$ cat config.mk
export PLATFORM = sky130hd
export DESIGN_NAME = low_power_ctrl
export DESIGN_NICKNAME = d
export VERILOG_FILES = /design/src/logic/low_power_pkg.sv /design/src/logic/pin_sync.sv /design/src/logic/slow_divider.sv /design/src/logic/low_power_ctrl.sv
export VERILOG_INCLUDE_DIRS = /design/src /design/src/logic
export SDC_FILE = /design/constraint.sdc
export NUM_CORES = 1
export LEC_CHECK = 0
export ABC_AREA = 1
export BUFFER_PORTS_ARGS = -buffer_cell sky130_fd_sc_hd__buf_2
export CORE_UTILIZATION = 40
export CTS_BUF_LIST = sky130_fd_sc_hd__clkbuf_8
export CTS_CLUSTER_DIAMETER = 200
export DETAILED_ROUTE_END_ITERATION = 12
export PLACE_DENSITY_LB_ADDON = 0.2
export REMOVE_ABC_BUFFERS = 1
export SLEW_MARGIN = 10
export SYNTH_ARGS = -nofsm -noshare
export SYNTH_HDL_FRONTEND = slang
export SYNTH_SLANG_ARGS = --single-unit
$ cat constraint.sdc
create_clock -name pclk -period 2 [get_ports pclk]
set_input_delay 0.1 -clock pclk [delete_from_list [all_inputs] [get_ports pclk]]
set_output_delay 0.1 -clock pclk [all_outputs]
set_load 0.02 [all_outputs]
$ cat src/logic/low_power_params.svh
// Offsets, field positions, reset values and timing counts of the low-power control block.
`ifndef LOW_POWER_PARAMS_SVH
`define LOW_POWER_PARAMS_SVH
// Printed offsets are not all multiples of four: they are register indices.
`define SLOW_CLOCK_CONFIG_IDX 8'h2e
`define CLOCK_POWER_CONFIG_IDX 8'h39
`define POWER_CONTROL_IDX 8'h3c
`define POWER_STATUS_IDX 8'h3d
// Field positions of clock_power_config.
`define EDGE_SELECT_POS 5
`define STARTUP_DELAY_POS 4
`define CLOCK_MONITOR_POS 3
`define FORCED_MONITOR_POS 2
`define WDOG_RATE_HI_POS 1
`define WDOG_RATE_LO_POS 0
`define CLOCK_POWER_RESET 8'h10
// Field positions of slow_clock_config.
`define SLOW_DIVIDER_POS 0
// Field positions of power_control.
`define SPECIAL_MODE_POS 0
`define WATCHDOG_DISABLE_POS 1
`define SERIAL_PERIPH_EN_POS 2
`define ASYNC_TX_EN_POS 3
`define ASYNC_RX_EN_POS 4
// Write-once window in E-clock cycles.
`define WRITE_ONCE_CYCLES 64
// Slow-mode division ratio.
`define SLOW_DIVIDE 16
// Oscillator stabilization delay in oscillator cycles.
`define STABILIZE_CYCLES 4064
`endif

$ cat src/logic/low_power_pkg.sv
// Types shared by the low-power control block.
package low_power_pkg;
  typedef enum logic [4:0] {
    ST_RUN = 5'h01,
    ST_WAIT = 5'h02,
    ST_STOP = 5'h04,
    ST_SETTLE = 5'h08,
    ST_MONRST = 5'h10
  } power_state_e;
  typedef logic [7:0] reg_byte_t;
endpackage

$ cat src/logic/pin_sync.sv
// Two-flop synchroniser bank for asynchronous pins.
`timescale 1ns/1ps
module pin_sync #(
  parameter int WIDTH = 4,
  parameter logic [WIDTH-1:0] RESET_VALUE = '1
) (
  // Clock and reset
  input wire logic pclk,
  input wire logic presetn,
  input wire logic clk_en,
  // Data
  input wire logic [WIDTH-1:0] async_in,
  output logic [WIDTH-1:0] sync_out
);
  logic [WIDTH-1:0] stage1;

  initial begin
    if (WIDTH < 1) $error("pin_sync needs WIDTH of at least 1");
  end

  always_ff @(posedge pclk or negedge presetn) begin
    if (!presetn) begin
      stage1 <= RESET_VALUE;
      sync_out <= RESET_VALUE;
    end else if (clk_en) begin
      stage1 <= async_in;
      sync_out <= stage1;
    end
  end
endmodule // pin_sync

$ cat src/logic/slow_divider.sv
// Divide-by-N enable generator for slow mode.
`timescale 1ns/1ps
`include "low_power_params.svh"
module slow_divider #(
  parameter int DIVIDE = `SLOW_DIVIDE
) (
  // Clock and reset
  input wire logic pclk,
  input wire logic presetn,
  input wire logic clk_en,
  // Control
  input wire logic slow,
  output logic tick
);
  localparam int CW = $clog2(DIVIDE);
  logic [CW-1:0] count;

  initial begin
    if (DIVIDE < 2) $error("slow_divider needs DIVIDE of at least 2");
  end

  // Counter restarts whenever slow mode is off so the first slow tick is a full period away.
  always_ff @(posedge pclk or negedge presetn) begin
    if (!presetn) begin
      count <= '0;
    end else if (clk_en) begin
      if (!slow || count == CW'(DIVIDE - 1)) begin
        count <= '0;
      end else begin
        count <= count + 1'b1;
      end
    end
  end

  assign tick = !slow || count == CW'(DIVIDE - 1);
endmodule // slow_divider

$ cat src/logic/low_power_ctrl.sv
// Low-power mode control: wait, stop and slow mode with APB register access.
//
// Decided for this implementation: register access over APB.
`timescale 1ns/1ps
`include "low_power_params.svh"
// Overview of operation
// Suspend instruction stacks registers, halts processor, oscillator keeps running until interrupt.
// While waiting, repeatedly read the stacked condition code address.
// Any unmasked interrupt request ends wait; here a pending edge-triggered request (irq_edge_pending) does not end wait.
// Timer stops in wait only if interrupt mask set and watchdog disabled.
// In wait, serial, transmit and receive clocks off when their enables clear.
// Stop halts every clock including the oscillator; slow_tick stays high in stop.
// Stop entered only if stop-disable flag clear, else no-operation.
// Low on maskable, non-maskable or reset pin ends stop.
// A pending edge-triggered maskable request also ends stop.
// Stop keeps processor state, memory and pin levels unchanged.
// Reset ending stop runs the normal reset sequence.
// Maskable pin wakes from stop only while interrupt mask clear.
// Non-maskable pin always wakes; service runs only if its mask clear.
// Clock monitor enabled at stop entry produces a clock monitor reset.
// Stabilization delay on stop exit when startup-delay bit is one.
// Reset sets startup-delay bit; one write within 64 cycles in normal modes.
// Delay always follows power-on reset, never a running-clock reset.
// Protected option bits write once within 64 cycles, anytime in special modes.
// Slow bit inserts divide-by-16 before the internal clock.
// Slow bit read/write anytime; writing zero restores full speed.
// Hardware clears slow bit on stop entry and on any reset.
// Software avoids clock monitor when E clock falls below 200 kHz.
// Stabilization delay is a parameterized oscillator cycle count holding the processor.
module low_power_ctrl
  import low_power_pkg::*;
#(
  parameter int STABILIZE = `STABILIZE_CYCLES,
  parameter int WRITE_WINDOW = `WRITE_ONCE_CYCLES
) (
  // Clock, reset and enable
  input wire logic pclk,
  input wire logic presetn,
  input wire logic clk_en,
  input wire logic power_on,
  // APB slave
  input wire logic psel,
  input wire logic penable,
  input wire logic pwrite,
  input wire logic [11:0] paddr,
  input wire logic [31:0] pwdata,
  output logic [31:0] prdata,
  output logic pready,
  output logic pslverr,
  // Processor core
  input wire logic suspend_instruction,
  input wire logic stop_instruction,
  input wire logic stop_disable,
  input wire logic irq_mask,
  input wire logic nonmaskable_int_pin_mask,
  input wire logic [15:0] stacked_ccr_addr,
  input wire logic periph_int_req,
  input wire logic irq_edge_pending,
  output logic cpu_hold,
  output logic stack_request,
  output logic wait_bus_read,
  output logic [15:0] wait_bus_addr,
  output logic nonmaskable_int_pin_service,
  output low_power_pkg::reg_byte_t cpu_state_hold,
  // Pins
  input wire logic maskable_int_pin_n,
  input wire logic nonmaskable_int_pin_n,
  input wire logic reset_pin_n,
  // Clock gates and resets
  output logic osc_enable,
  output logic sys_clk_enable,
  output logic timer_clk_enable,
  output logic spi_clk_enable,
  output logic tx_clk_enable,
  output logic rx_clk_enable,
  output logic slow_tick,
  output logic clock_monitor_reset,
  output logic system_reset_req,
  output logic edge_select_bit,
  output logic clock_monitor_enable,
  output logic forced_clock_monitor_enable,
  output logic watchdog_rate_hi,
  output logic watchdog_rate_lo
);
  import low_power_pkg::*;

  localparam int SW = $clog2(STABILIZE + 1);
  localparam int WW = $clog2(WRITE_WINDOW + 1);
  localparam logic [7:0] CLOCK_POWER_INIT = `CLOCK_POWER_RESET;

  initial begin
    if (STABILIZE < 1) $error("STABILIZE must be at least 1");
    if (WRITE_WINDOW < 1) $error("WRITE_WINDOW must be at least 1");
  end

  power_state_e state;
  power_state_e next_state;
  logic irq_n_s;
  logic nonmaskable_int_pin_n_s;
  logic rst_n_s;
  logic [SW-1:0] settle_count;
  logic [WW-1:0] window_count;
  logic window_open;
  logic options_written;
  logic startup_delay_bit;
  logic slow_divider_bit;
  logic special_mode;
  logic watchdog_disable_bit;
  logic serial_periph_enable;
  logic async_tx_enable;
  logic async_rx_enable;
  logic por_pending;
  logic wait_wake;
  logic stop_wake;
  logic stop_enter;
  logic wr_access;
  logic rd_access;
  logic [7:0] reg_index;
  logic addr_valid;
  logic [7:0] read_byte;
  logic tick;

  pin_sync #(
    .WIDTH(3),
    .RESET_VALUE(3'h7)
  ) u_pin_sync (
    .pclk(pclk),
    .presetn(presetn),
    .clk_en(clk_en),
    .async_in({maskable_int_pin_n, nonmaskable_int_pin_n, reset_pin_n}),
    .sync_out({irq_n_s, nonmaskable_int_pin_n_s, rst_n_s})
  );

  slow_divider #(
    .DIVIDE(`SLOW_DIVIDE)
  ) u_slow_divider (
    .pclk(pclk),
    .presetn(presetn),
    .clk_en(clk_en),
    .slow(slow_divider_bit),
    .tick(tick)
  );

  // APB decode; registers are byte-wide at word addresses of four times their index.
  assign reg_index = paddr[9:2];
  assign addr_valid = paddr[1:0] == 2'h0 && paddr[11:10] == 2'h0 &&
    (reg_index == `SLOW_CLOCK_CONFIG_IDX || reg_index == `CLOCK_POWER_CONFIG_IDX ||
     reg_index == `POWER_CONTROL_IDX || reg_index == `POWER_STATUS_IDX);
  assign pready = 1'b1;
  assign pslverr = psel && penable && !addr_valid;
  assign wr_access = clk_en && psel && penable && pwrite && addr_valid;
  // Read data is loaded in the setup cycle so that it already stands in the zero-wait access phase.
  assign rd_access = clk_en && psel && !penable && !pwrite && addr_valid;

  // Wake qualification.
  assign wait_wake = (!irq_n_s && !irq_mask) || (!nonmaskable_int_pin_n_s && !nonmaskable_int_pin_mask) || (periph_int_req && !irq_mask);
  assign stop_wake = (!irq_n_s && !irq_mask) || (irq_edge_pending && !irq_mask) || !nonmaskable_int_pin_n_s;
  assign stop_enter = stop_instruction && !stop_disable;

  always_comb begin
    next_state = state;
    unique case (state)
      ST_RUN: begin
        if (por_pending && power_on) begin
          next_state = ST_SETTLE;
        end else if (suspend_instruction) begin
          next_state = ST_WAIT;
        end else if (stop_enter) begin
          next_state = (clock_monitor_enable || forced_clock_monitor_enable) ? ST_MONRST : ST_STOP;
        end
      end
      ST_WAIT: begin
        if (wait_wake) begin
          next_state = ST_RUN;
        end
      end
      ST_STOP: begin
        if (stop_wake) begin
          next_state = startup_delay_bit ? ST_SETTLE : ST_RUN;
        end
      end
      ST_SETTLE: begin
        if (settle_count == '0) begin
          next_state = ST_RUN;
        end
      end
      ST_MONRST: begin
        next_state = ST_MONRST;
      end
    endcase
  end

  // A reset pin low while stopped is handed out as a system reset; the core then resets this block.
  always_ff @(posedge pclk or negedge presetn) begin
    if (!presetn) begin
      state <= ST_RUN;
    end else if (clk_en) begin
      state <= next_state;
    end
  end

  // Power-on reset always settles the oscillator; a warm reset does not.
  // The flag marks the first enabled cycle after reset, when power_on is judged.
  always_ff @(posedge pclk or negedge presetn) begin
    if (!presetn) begin
      por_pending <= 1'b1;
    end else if (clk_en) begin
      por_pending <= 1'b0;
    end
  end

  always_ff @(posedge pclk or negedge presetn) begin
    if (!presetn) begin
      settle_count <= SW'(STABILIZE);
    end else if (clk_en) begin
      if (state == ST_STOP || por_pending) begin
        settle_count <= SW'(STABILIZE);
      end else if (state == ST_SETTLE && settle_count != '0) begin
        settle_count <= settle_count - 1'b1;
      end
    end
  end

  // Write-once window counts E-clock cycles, so it stretches under slow mode.
  always_ff @(posedge pclk or negedge presetn) begin
    if (!presetn) begin
      window_count <= '0;
    end else if (clk_en && tick && window_count != WW'(WRITE_WINDOW)) begin
      window_count <= window_count + 1'b1;
    end
  end
  assign window_open = window_count != WW'(WRITE_WINDOW);

  always_ff @(posedge pclk or negedge presetn) begin
    if (!presetn) begin
      options_written <= 1'b0;
      startup_delay_bit <= CLOCK_POWER_INIT[`STARTUP_DELAY_POS];
      edge_select_bit <= 1'b0;
      forced_clock_monitor_enable <= 1'b0;
      watchdog_rate_hi <= 1'b0;
      watchdog_rate_lo <= 1'b0;
      clock_monitor_enable <= 1'b0;
    end else if (wr_access && reg_index == `CLOCK_POWER_CONFIG_IDX) begin
      clock_monitor_enable <= pwdata[`CLOCK_MONITOR_POS];
      if (special_mode || (window_open && !options_written)) begin
        options_written <= !special_mode;
        edge_select_bit <= pwdata[`EDGE_SELECT_POS];
        startup_delay_bit <= pwdata[`STARTUP_DELAY_POS];
        forced_clock_monitor_enable <= pwdata[`FORCED_MONITOR_POS];
        watchdog_rate_hi <= pwdata[`WDOG_RATE_HI_POS];
        watchdog_rate_lo <= pwdata[`WDOG_RATE_LO_POS];
      end
    end
  end

  always_ff @(posedge pclk or negedge presetn) begin
    if (!presetn) begin
      slow_divider_bit <= 1'b0;
    end else if (clk_en) begin
      if (state == ST_RUN && stop_enter) begin
        slow_divider_bit <= 1'b0;
      end else if (wr_access && reg_index == `SLOW_CLOCK_CONFIG_IDX) begin
        slow_divider_bit <= pwdata[`SLOW_DIVIDER_POS];
      end
    end
  end

  always_ff @(posedge pclk or negedge presetn) begin
    if (!presetn) begin
      special_mode <= 1'b0;
      watchdog_disable_bit <= 1'b0;
      serial_periph_enable <= 1'b0;
      async_tx_enable <= 1'b0;
      async_rx_enable <= 1'b0;
    end else if (wr_access && reg_index == `POWER_CONTROL_IDX) begin
      special_mode <= pwdata[`SPECIAL_MODE_POS];
      watchdog_disable_bit <= pwdata[`WATCHDOG_DISABLE_POS];
      serial_periph_enable <= pwdata[`SERIAL_PERIPH_EN_POS];
      async_tx_enable <= pwdata[`ASYNC_TX_EN_POS];
      async_rx_enable <= pwdata[`ASYNC_RX_EN_POS];
    end
  end

  always_comb begin
    read_byte = 8'h00;
    if (reg_index == `SLOW_CLOCK_CONFIG_IDX) begin
      read_byte[`SLOW_DIVIDER_POS] = slow_divider_bit;
    end else if (reg_index == `CLOCK_POWER_CONFIG_IDX) begin
      read_byte[`EDGE_SELECT_POS] = edge_select_bit;
      read_byte[`STARTUP_DELAY_POS] = startup_delay_bit;
      read_byte[`CLOCK_MONITOR_POS] = clock_monitor_enable;
      read_byte[`FORCED_MONITOR_POS] = forced_clock_monitor_enable;
      read_byte[`WDOG_RATE_HI_POS] = watchdog_rate_hi;
      read_byte[`WDOG_RATE_LO_POS] = watchdog_rate_lo;
    end else if (reg_index == `POWER_CONTROL_IDX) begin
      read_byte = {3'h0, async_rx_enable, async_tx_enable, serial_periph_enable, watchdog_disable_bit,
        special_mode};
    end else if (reg_index == `POWER_STATUS_IDX) begin
      read_byte = {2'h0, window_open, state};
    end
  end

  always_ff @(posedge pclk or negedge presetn) begin
    if (!presetn) begin
      prdata <= 32'h0;
    end else if (rd_access) begin
      prdata <= {24'h0, read_byte};
    end
  end

  // Processor-facing data outputs are registered.
  always_ff @(posedge pclk or negedge presetn) begin
    if (!presetn) begin
      wait_bus_addr <= 16'h0;
      nonmaskable_int_pin_service <= 1'b0;
      cpu_state_hold <= 8'h00;
    end else if (clk_en) begin
      if (state == ST_RUN && suspend_instruction) begin
        wait_bus_addr <= stacked_ccr_addr;
      end
      nonmaskable_int_pin_service <= state == ST_STOP && !nonmaskable_int_pin_n_s && !nonmaskable_int_pin_mask;
      cpu_state_hold <= {3'h0, state};
    end
  end

  assign stack_request = state == ST_RUN && suspend_instruction;
  assign wait_bus_read = state == ST_WAIT && tick;
  assign cpu_hold = state != ST_RUN || (por_pending && power_on);
  assign osc_enable = state != ST_STOP;
  assign sys_clk_enable = (state == ST_RUN) && tick;
  assign timer_clk_enable = tick && (state == ST_RUN ||
    (state == ST_WAIT && !(irq_mask && watchdog_disable_bit)));
  assign spi_clk_enable = tick && (state == ST_RUN || (state == ST_WAIT && serial_periph_enable));
  assign tx_clk_enable = tick && (state == ST_RUN || (state == ST_WAIT && async_tx_enable));
  assign rx_clk_enable = tick && (state == ST_RUN || (state == ST_WAIT && async_rx_enable));
  assign slow_tick = tick;
  assign clock_monitor_reset = state == ST_MONRST;
  assign system_reset_req = state == ST_MONRST || (state == ST_STOP && !rst_n_s);
endmodule // low_power_ctrl

### Yosys cells after proc, flatten, opt, wreduce, memory -nomap -nowiden

Index checks and enable logic that the tools add are counted.

* add/sub/neg operators: 3
* eq/ne operators: 17
* multiplexer cells: 20
* reductions and logical operators: 81

Operator list (number)
* 1-bit logical AND: 40
* 5-bit two-way mux: 7
* 8-bit by 6-bit equality test with 1-bit output (second input constant): 4
* 5-bit one-hot mux with 5 select lines: 1
* 12-bit two-way mux: 2
* 1-bit logical OR: 17
* 1-bit zero test: 13
* 12-bit zero test: 1
* 6-bit two-way mux: 2
* 12-bit nonzero test: 1
* 12-bit by 1-bit subtractor with 12-bit output (second input constant): 1
* 4-bit two-way mux: 2
* 8-bit two-way mux: 1
* 2-bit AND reduction: 4
* 7-bit by 1-bit adder with 7-bit output (second input constant): 1
* 7-bit two-way mux: 1
* 7-bit inequality test (second input constant): 1
* 2-bit inequality test (second input constant): 3
* 5-bit by 1-bit equality test with 1-bit output (second input constant): 1
* 5-bit by 2-bit equality test with 1-bit output (second input constant): 1
* 5-bit by 3-bit equality test with 1-bit output (second input constant): 1
* 5-bit by 4-bit equality test with 1-bit output (second input constant): 1
* 5-bit equality test (second input constant): 1
* 5-bit by 1-bit inequality test with 1-bit output (second input constant): 1
* 9 further kinds: 13

* bits in registers: 78
* input bits: 77
* output and inout bits: 76
* logic and storage cells: 145

### Logic depth before layout (Yosys ltp)

Gate-level depths: netlist of the first run.

* depth after elaboration: 9
* gate-level depth with buffers: 11
* gate-level depth less buffers: 11

### Cells and area by module

Synthesis of the first run repeated with hierarchy kept, for this count alone.

* cell total of the unflattened synthesis: 497
* area total of the unflattened synthesis: 4305.4 um^2

Modules (own cells, without submodules)
* low_power_ctrl: times used 1, cells an instance 442, area an instance 3853.7 um^2, sequential area each 1664.1 um^2
* pin_sync: times used 1, cells an instance 25, area an instance 229.0 um^2, sequential area each 157.7 um^2
* slow_divider: times used 1, cells an instance 30, area an instance 222.7 um^2, sequential area each 100.1 um^2

### Worst setup path before layout of the first run

OpenSTA, ideal clock, no wires.

* path type: reg2out
* from: register u_slow_divider.count[0]
* to: output rx_clk_enable
* data arrival time: 1.899 ns
* data required time: 1.900 ns
* setup slack: 0.001 ns
* stages on the path, launching flop included: 8
* path buffers: 0
* cells stage by stage: dfrtp_1 ha_1 nand3_1 nand2_1 inv_1 nor2_1 inv_1 o21ai_0

* word-level cells in the longest chain between the ends: 3

Ends and longest elaborated chain
* start, declared: RTL line slow_divider.sv:16 `logic [CW-1:0] count;`
* start signal, assigned: RTL line slow_divider.sv:30 `count <= count + 1'b1;`
* 4-bit equality test: RTL line slow_divider.sv:35 `assign tick = !slow || count == CW'(DIVIDE - 1);`
* 1-bit logical OR: RTL line slow_divider.sv:35
* named net slow_tick: RTL line low_power_ctrl.sv:76 `output logic slow_tick,`
* 1-bit logical AND: RTL line low_power_ctrl.sv:335 `assign rx_clk_enable = tick && (state == ST_RUN || (state == ST_WAIT && async_rx_enable));`
* end, declared: RTL line low_power_ctrl.sv:75 `output logic rx_clk_enable,`

The timed path passes the listed nets, and every way through them passes these cells.

### Worst setup path in the final report of the first run

* from: register state[2]
* to: output tx_clk_enable

* word-level cells in the longest chain between the ends: 4
* elaborated cells on any way between the ends: 5
* those cells by class: eq/ne: 2; reduce/logical: 3

Ends and longest elaborated chain
* start, declared: RTL line low_power_ctrl.sv:96 `power_state_e state;`
* start signal, assigned: RTL line low_power_ctrl.sv:198 `state <= next_state;`
* 5-bit by 2-bit equality test with 1-bit output: RTL line low_power_ctrl.sv:334 `assign tx_clk_enable = tick && (state == ST_RUN || (state == ST_WAIT && async_tx_enable));`
* 1-bit logical AND: RTL line low_power_ctrl.sv:334
* 1-bit logical OR (*): RTL line low_power_ctrl.sv:334
* 1-bit logical AND (*): RTL line low_power_ctrl.sv:334
* end, declared: RTL line low_power_ctrl.sv:74 `output logic tx_clk_enable,`

Mark *: on every way between the ends. The rest lies on a longest branch, timed or not.

==> results of run 1 <==
[report_power, final]
part           internal, mW  switching, mW  leakage [nW]
clock                 0.698          0.592         0.109
sequential             2.03          0.331         0.920
combinational         0.892           1.35          1.75
total                  3.62           2.27          2.78
[worst max-delay path, delay by kind of cell, from the launching register on]
kind / cells / cell delay [ps]
compound gates: 1 / 160
simple gates: 3 / 570
flops: 1 / 430
buf+inv: 2 / 260
[worst paths after layout]
path / start / to / slack, ps / cells past startpoint
min in group asynchronous: presetn / window_count[3]$_DFFE_PN0P_ / 190 / 2
setup reg to reg: settle_count[0]$_DFFE_PN0P_ / settle_count[7]$_DFFE_PN1P_ / 260 / 11
hold / removal: penable / prdata[5]$_DFFE_PN0P_ / 70 / 4
max in group asynchronous: presetn / startup_delay_bit$_DFFE_PN1P_ / 1180 / 3
hold reg to reg: u_pin_sync.stage1[1]$_DFFE_PN1P_ / u_pin_sync.stage1[1]$_DFFE_PN1P_ / 470 / 2
setup / recovery: state[2]$_DFFE_PN0P_ / tx_clk_enable / 140 / 6
[through the flow]
stage | instance area (um2) | cells | setup WS [ps] | util [%]
after floorplan | 4050 | 471 | 0.743 | -
after global placement | 4760 | 709 | 275 | 46.4
after detailed placement | 4760 | 709 | 258 | 46.4
after CTS | 5250 | 752 | 41.9 | 51.1
after global routing | 5280 | 754 | 18.8 | 51.4
final | 5280 | 754 | 141 | 51.4
[area by class of cell]
type,instances,area [um2],area share (%)
Inverter,55,206,3.91
Multi-Input combinational cell,340,1940,36.8
Tap cell,136,170,3.22
Clock buffer,9,124,2.35
Clock inverter,7,91.3,1.73
Sequential cell,76,1920,36.4
Timing Repair Buffer,131,826,15.6
[sequential cells by signal, summed over array words and instances, names as in the netlist, 3 cells and up]
name / count
cpu_state_hold: 5
prdata: 6
settle_count: 12
state: 5
u_pin_sync.stage1: 3
u_pin_sync.sync_out: 3
u_slow_divider.count: 4
wait_bus_addr: 16
window_count: 7
[cell families (layout without fill, tap and decap cells)]
logic type                 count (synthesis)  after routing  share of synthesized area (%)
buffers and inverters                     93            202                           11.5
AOI/OAI and AO/OA                         67             67                           8.73
xor gates and xnor gates                  15             15                           3.11
and+or+nand+nor                          207            207                           24.4
muxes                                     16             16                           5.15
other                                      2             30                          0.178
adders and majority gates                  5              5                           1.48
DFF                                       76             76                           45.5
[timing repair]
| item | CTS | global route |
|---|---|---|
| buffers inserted | 0 | 2 |
| resized for setup | 1 | 4 |
| pin swaps | 0 | 1 |
| hold endpoints to repair | 72 | 0 |
| hold buffers | 27 | 0 |
| setup endpoints to repair | 2 | 4 |
[per-layer routing]
metal	up-vias	wire [um]	part of all wire, %
met5	-	0	0
met2	56	4780	51
met4	0	142	1.5
met3	11	291	3.1
met1	1620	4200	45
li1	1750	-	-
[cells in the final DEF, fill, tap and decap left out, drive strengths merged]
master       count
conb            30
bufinv           2
nand4           11
clkinvlp         1
xnor2            3
and2             1
nor2            51
nand3           24
nor4             1
dfrtp           60
clkinv           4
dfstp           16
nand2          110
dlygate4sd3     27
mux2            16
o22ai            4
nor3             8
inv             55
ha               5
buf            104
o41ai            1
xor2            12
o21ai           53
o2111ai          1
clkbuf           9
or2              1
a21oi            7
o211ai           1
==> results.md, run 1 <==
- Fin crit period: 1860 ps
- RSZ-0062 raised after global routing: no
- Hold Path Class: in2reg
- DRC Markers: 0
- DRT Wirelength: 9410 um
- Leak Pwr: 2.78 nW
- Most used routing layer: met2
- Pre-Repair DR Iteration Count: 4
- Power density over the cells: 1120 mW/mm2
- Post-DR wirelength/cell: 12.5 um
- # nets final: 695
- Crit-path cells: nor2_2 > nand4_1 > nor2_4 > inv_1 > o21ai_0 > buf_2
- Core Box Area: 0.0103 mm2
- Die H: 105 um
- Post-synth EDFFs: 0
- Die area: 0.0110 mm2
- Setup_tns: 0 ps
- Routed vias/inst: 4.56
- Status: completed
- Initial DRC Count: 114
- Via count: 3,437
- Placer Congestion: 0.837
- Dominant synthesized flop cell: dfrtp_1
- Initial core utilization: 41.1%
- Clk Latency, worst-skew pair: 350 ps
- Fin. Hold Viols: 0
- Crit-path max cell delay: 430 ps
- Largest net degree at the start of global routing: 36
- Final antenna diode count: 0
- Synth area leaders: dfrtp_1 36%, dfstp_2 9.9%, nand2_1 9.1%
- Site Rows: 37
- Fin crit share: 92.9%
- Clock Root Buffer: clkbuf_8
- Slew Limit Fails: 0
- Fill count: 1,011
- Met1 usage: 23.3%
- Fin Hold WS: 67.5 ps
- FF+latch count, synth: 76
- Final setup viols: 0
- CP Class: reg2out
- Max_cap viols: 0
- Overall routing resource usage: 18.3%
- Post-Synthesis Cells: 481
- Via count of the first global-routing pass: 3,357
- Worst setup EP type: output port
- Skew final: 7.90 ps
- Synth Warn #: 0
- Clk buf depth: 2
- Asr flop ratio synth: 100%
- CTS tree: yes
- Largest area contributor in the netlist: dfrtp_1
- Seq/Total Area, Yosys: 45.5%
- Final Power: 5.90 mW
- CP Data Required Time: 1900 ps
- ANT nets after route: 0
- Synth Area per Inst: 8.79 um2
- Clock transition at the registers of the reported paths: 80 ps
- Top post-synthesis cells by count: 102 x nand2_1, 60 x dfrtp_1, 53 x inv_1, 47 x o21ai_0, 40 x nor2_1
- CTS Sinks: 76
- CP max-delay cell: dfrtp_1
- Post-detail-place hpwl: 7000 um
- Netlist cell types: 37
- Grt ovf: 0
- Share of cells above drive strength 1: 30.3%
- H-tree lvl count: 3
- I/O pins: 153
- Top-area cell type share of the netlist area: 35.5%
- Area growth syn-to-layout: 24.9%
- Global-route wire length before repair: 15,900 um
- Synthesized cell area: 0.00423 mm2
- Chip width: 105 um
- Arrival @ worst endpoint: 1760 ps
- Fmax: 538 MHz
- Max VDD drop: 0.556 mV
- Port bufs: 96
- Met3 global-route usage: 3.37%
- Num CTS Buffers: 9
- CP max FO: 3
- Most common cell in the synthesized netlist: nand2_1
- M2 GR Usage: 31.0%
- Initial antenna violation count: 0
- Startpoint Class: flop
(Power assumes the default switching activity.)
==> run 2, diff against run 1 <==
BUFFER_PORTS_ARGS = unset   (was -buffer_cell sky130_fd_sc_hd__buf_2)
CELL_PAD_IN_SITES_DETAIL_PLACEMENT = 0   (was unset)
CELL_PAD_IN_SITES_GLOBAL_PLACEMENT = 2   (was unset)
CORE_UTILIZATION = 38   (was 40)
DONT_BUFFER_PORTS = 1   (was unset)
==> run 2 against run 1 <==
Net effect:
- clock skew grew 5.2 ps
- worst hold slack lost 12 ps
- first-iteration DRC count fell by 3.5%
- critical endpoint is now rx_clk_enable
==> results.md, run 2 (synthesis results as in run 1) <==
- Cell depth of the worst setup path: 6
- Clock transition at the registers of the reported paths: 80 ps
- Core Box Area: 0.0108 mm2
- Status: completed
- # nets final: 611
- CP Class: reg2out
- RSZ-0062 raised after global routing: yes
- Most frequent cells in the layout: 102 x nand2_1, 60 x dfrtp_1, 53 x inv_1, 46 x o21ai_0, 38 x nor2_1
- Largest net degree at the start of global routing: 77
- Pre-Repair DR Iteration Count: 4
- Clock Root Buffer: clkbuf_8
- Max VDD drop: 0.764 mV
- Initial core utilization: 39.0%
- Crit-path cells: nor2_2 > nand4_1 > nor2_4 > inv_1 > o21ai_0 > buf_4
- Final antenna diode count: 0
- FF-to-FF path depth: 9
- Skew final: 13.1 ps
- Via count of the first global-routing pass: 3,061
- Share of cells above drive strength 1: 18.5%
- Clk buf depth: 2
- H-tree lvl count: 3
- Post-DR wirelength/cell: 14.5 um
- Site Rows: 38
- Port bufs: 0
- Area growth syn-to-layout: 15.7%
- Final std cell area, no fill: 0.00489 mm2
- Clk Latency, worst-skew pair: 360 ps
- I/O pins: 153
- Largest regs: wait_bus_addr (16), settle_count (12), window_count (7)
- Global-route wire length before repair: 16,000 um
- Final Power: 5.72 mW
- Initial antenna violation count: 0
- Grt ovf: 0
- Crit path max-delay family: simple AND/OR/NAND/NOR gates
- Fin crit period: 1870 ps
- CP max FO: 3
- Fmax: 534 MHz
- DRT Wirelength: 9780 um
- Worst setup EP type: output port
- Die H: 107 um
- Max-slew headroom: 53.7%
- Num CTS Buffers: 9
- Worst flop-to-flop path startpoint: state[0]$_DFFE_PN1P_
- Chip width: 107 um
- ANT nets after route: 0
- Power density over the cells: 1170 mW/mm2
- Buf+Inv Stages, Crit Path: 2
- Final setup viols: 0
- Routed vias/inst: 4.68
- Overall routing resource usage: 18.3%
- Top reg by flops: wait_bus_addr
- Placed cell area: 0.00432 mm2
- CTS tree: yes
- Fin. Hold Viols: 0
- Slew Limit Fails: 0
- Hold Path Class: in2reg
- WHS Endpoint: prdata[5]$_DFFE_PN0P_
- CP max-delay cell: dfrtp_1
- Crit-path max cell delay: 420 ps
- CP Data Required Time: 1900 ps
- Setup slack, reg-to-reg: 250 ps
- Max FFs per register: 16
- Max_cap viols: 0
- Hold Path Depth: 4
- Most common cell after layout, fill and taps aside: nand2_1
- Via count: 3,155
- Placer Congestion: 0.732
- Measured slew at the worst slew-check pin: 694 ps
- Arrival @ worst endpoint: 1770 ps
- Hold path start: paddr[10]
- DRC Markers: 0
- Fin crit share: 93.7%
- Leak Pwr: 2.43 nW
- Die area: 0.0116 mm2
- CTS Sinks: 76
- R2R Path End: state[4]$_DFFE_PN0P_
- Fill count: 1,107
- Startpoint Class: flop
- Post-detail-place hpwl: 6930 um
- Initial DRC Count: 110
==> run 2: cell count changes in the layout (fill, tap and decap cells not counted), sizes merged <==
cell          previous run  this run
dlygate4sd3             27        29
dlymetal6s4s             0         1
buf                    104        17
bufinv                   2         1
inv                     55        56
clkbuf                   9        11
clkinv                   4         2
==> run 2: worst max-delay path by stage <==
stage                                                    from                   end
after global routing                     state[3]$_DFFE_PN0P_         rx_clk_enable
after CTS                 u_slow_divider.count[0]$_DFFE_PN0P_        spi_clk_enable
after detailed placement                 state[0]$_DFFE_PN1P_  state[4]$_DFFE_PN0P_
after floorplan           u_slow_divider.count[0]$_DFFE_PN0P_         rx_clk_enable
final                                    state[3]$_DFFE_PN0P_         rx_clk_enable
after global placement                   state[0]$_DFFE_PN1P_  state[4]$_DFFE_PN0P_
==> run 2: final cells by class <==
type,instances,area [um2],share of cell area [%]
Timing Repair Buffer,47,450,9.21
Tap cell,140,175,3.58
Inverter,55,206,4.22
Sequential cell,76,1920,39.3
Clock buffer,11,151,3.09
Clock inverter,5,51.3,1.05
Multi-Input combinational cell,340,1940,39.6
==> run 2: what timing repair did <==
| item | in CTS | in global routing |
|---|---|---|
| endpoints found under the hold margin | 119 | 0 |
| pin swaps | 0 | 1 |
| hold buffers | 31 | 0 |
| endpoints found under the setup margin | 3 | 5 |
| buffers inserted | 0 | 4 |
| resized for setup | 2 | 4 |
==> run 2: routing by layer <==
metal / share of wire, % / track usage, % / wire (um) / vias to the layer above
met4: 1.0 / 4.70 / 102 / 0
li1: - / - / - / 1585
met5: 0 / 0 / 0 / -
met2: 47 / 28.7 / 4600 / 77
met1: 46 / 24.1 / 4520 / 1486
met3: 5.7 / 6.48 / 557 / 7
==> run 2: stage by stage <==
stage               worst slack (ps)  utilization, %  hold WS, ps  setup TNS (ps)  instances
finish                           126            45.1         55.5               0        674
detailed placement               293            39.8         -193               0        623
floorplan                      0.743               -         -196               0        471
global placement                 306            39.8         -193               0        623
CTS                           0.0209            44.8         30.5               0        670
global route                   -10.2            45.1         57.8           -10.2        674
==> run 2: worst reg2reg max path: stages (launching register included) <==
cell	delay, ps
dfstp_2	630
nor2_4	60
nand4_4	130
buf_4	200
nand2_1	60
nor2_1	170
nand2_1	110
o21ai_0	170
nand2_1	60
o21ai_0	80
==> run 2: power breakdown <==
part | switching (mW) | internal [mW]
sequential | 0.610 | 2.03
combinational | 1.07 | 0.794
clock | 0.580 | 0.636
==> run 3, diff against run 2 <==
MAX_ROUTING_LAYER = met4   (was unset)
==> run 3 against run 2 <==
Net effect:
- sequential power hardly changed
- cell area stayed put
- combinational power about the same
- worst hold slack worse by 0.50 ps
- clock power hardly changed
- clock-buffer cell count unchanged
- routed wire length shrank 0.20%
- cell count unchanged
==> results.md, run 3 (synthesis results as in run 1) <==
- Status: completed
- Post-detail-place hpwl: 6930 um
- RSZ-0062 raised after global routing: yes
- Clk buf depth: 2
- Crit-path max cell delay: 420 ps
- Placer Congestion: 0.741
- ANT nets after route: 0
- Chip width: 107 um
- Fin crit period: 1870 ps
- DRT Wirelength: 9760 um
- Hold Path Class: in2reg
- Fill count: 1,107
- Share of cells above drive strength 1: 18.5%
- Worst setup EP type: output port
- Initial DRC Count: 116
- Final antenna diode count: 0
- Clk Latency, worst-skew pair: 360 ps
- Global-route wire length before repair: 16,000 um
- Power density over the cells: 1170 mW/mm2
- Final setup viols: 0
- Grt ovf: 0
- Arrival @ worst endpoint: 1770 ps
- Largest regs: wait_bus_addr (16), settle_count (12), window_count (7)
- Skew final: 14.5 ps
- CP Data Required Time: 1900 ps
- Initial core utilization: 39.0%
- Layout Utilization: 45.1%
- Crit path max-delay family: simple AND/OR/NAND/NOR gates
- Crit path from: state[3]$_DFFE_PN0P_
- I/O pins: 153
- Initial antenna violation count: 0
- Overall routing resource usage: 18.8%
- Via count: 3,156
- Setup slack, reg-to-reg: 240 ps
- Fmax: 535 MHz
- # nets final: 611
- Clock transition at the registers of the reported paths: 90 ps
- Pre-CTS WS: 293 ps
- Pre-Repair DR Iteration Count: 5
- Max FFs per register: 16
- Max-slew headroom: 53.7%
- Worst flop-to-flop path startpoint: state[0]$_DFFE_PN1P_
- Largest net degree at the start of global routing: 77
- Leak Pwr: 2.43 nW
- Buf+Inv Stages, Crit Path: 2
- Clock Root Buffer: clkbuf_8
- Most common cell after layout, fill and taps aside: nand2_1
- Core Box Area: 0.0108 mm2
- Crit-path cells: nor2_2 > nand4_1 > nor2_4 > inv_1 > o21ai_0 > buf_4
- Post-DR wirelength/cell: 14.5 um
- Slew Limit Fails: 0
- Fin. Hold Viols: 0
- CP max-delay cell: dfrtp_1
- Measured slew at the worst slew-check pin: 694 ps
- Die H: 107 um
- Startpoint Class: flop
- Top reg by flops: wait_bus_addr
- CP Class: reg2out
- Via count of the first global-routing pass: 3,065
- Die area: 0.0116 mm2
- CP max FO: 3
- Max_cap viols: 0
- DRC Markers: 0
- Hold path start: paddr[10]
- Final Power: 5.72 mW
- Port bufs: 0
- Area growth syn-to-layout: 15.7%
- Routed vias/inst: 4.68
- Setup WS post-layout: 130 ps
- H-tree lvl count: 3
- Site Rows: 38
- Most frequent cells in the layout: 102 x nand2_1, 60 x dfrtp_1, 53 x inv_1, 46 x o21ai_0, 38 x nor2_1
- CTS Sinks: 76
- CTS tree: yes
- Num CTS Buffers: 9
- Max VDD drop: 0.770 mV
- Fin crit share: 93.5%
## run 3: cell counts in the layout (fill, tap and decap cells not counted)
No cell type changed its count.
## run 3: where the power goes
group / total [mW] / switching, mW / internal, mW
clock network: 1.22 / 0.580 / 0.636
logic: 1.87 / 1.07 / 0.794
registers: 2.64 / 0.610 / 2.03
total: 5.72 / 2.26 / 3.46
## run 3: path summary, 6_finish.rpt
path,cells after the start,to
max in group asynchronous,2,settle_count[8]$_DFFE_PN1P_
min,4,prdata[5]$_DFFE_PN0P_
max,6,rx_clk_enable
min reg2reg,2,u_pin_sync.stage1[1]$_DFFE_PN1P_
max reg2reg,9,state[4]$_DFFE_PN0P_
min in group asynchronous,2,window_count[6]$_DFFE_PN0P_
## run 3: area by class of cell
class,instances,area (um2),share of cell area [%]
Timing Repair Buffer,47,450,9.21
Tap cell,140,175,3.58
Inverter,55,206,4.22
Sequential cell,76,1920,39.3
Clock inverter,5,51.3,1.05
Multi-Input combinational cell,340,1940,39.6
Clock buffer,11,151,3.09
## run 3: stage by stage
stage	instance area, um2	cells	hold slack (ps)	TNS [ps]
floorplan	4050	471	-196	0
global placement	4320	623	-193	0
detailed placement	4320	623	-193	0
CTS	4860	670	30.5	0
global route	4890	674	57.8	-10.3
finish	4890	674	54.9	0
## run 3: worst min-delay path, delay by kind of cell
kind	cells	cell delay [ps]
simple gates	4	300
## run 3: routing by layer
metal | track usage (%) | share of wire (%) | routed length (um)
met5 | - | 0 | 0
met4 | 4.70 | 1.1 | 104
met3 | 6.11 | 5.3 | 522
met2 | 28.7 | 47 | 4590
met1 | 24.2 | 47 | 4550
## run 3: what timing repair did
action / 4_1_cts / 5_1_grt
pin swaps: 0 / 1
hold buffers: 31 / 0
resized for setup: 2 / 4
setup endpoints to repair: 3 / 5
hold endpoints to repair: 119 / 0
cloned: 0 / 0
buffers inserted: 0 / 4
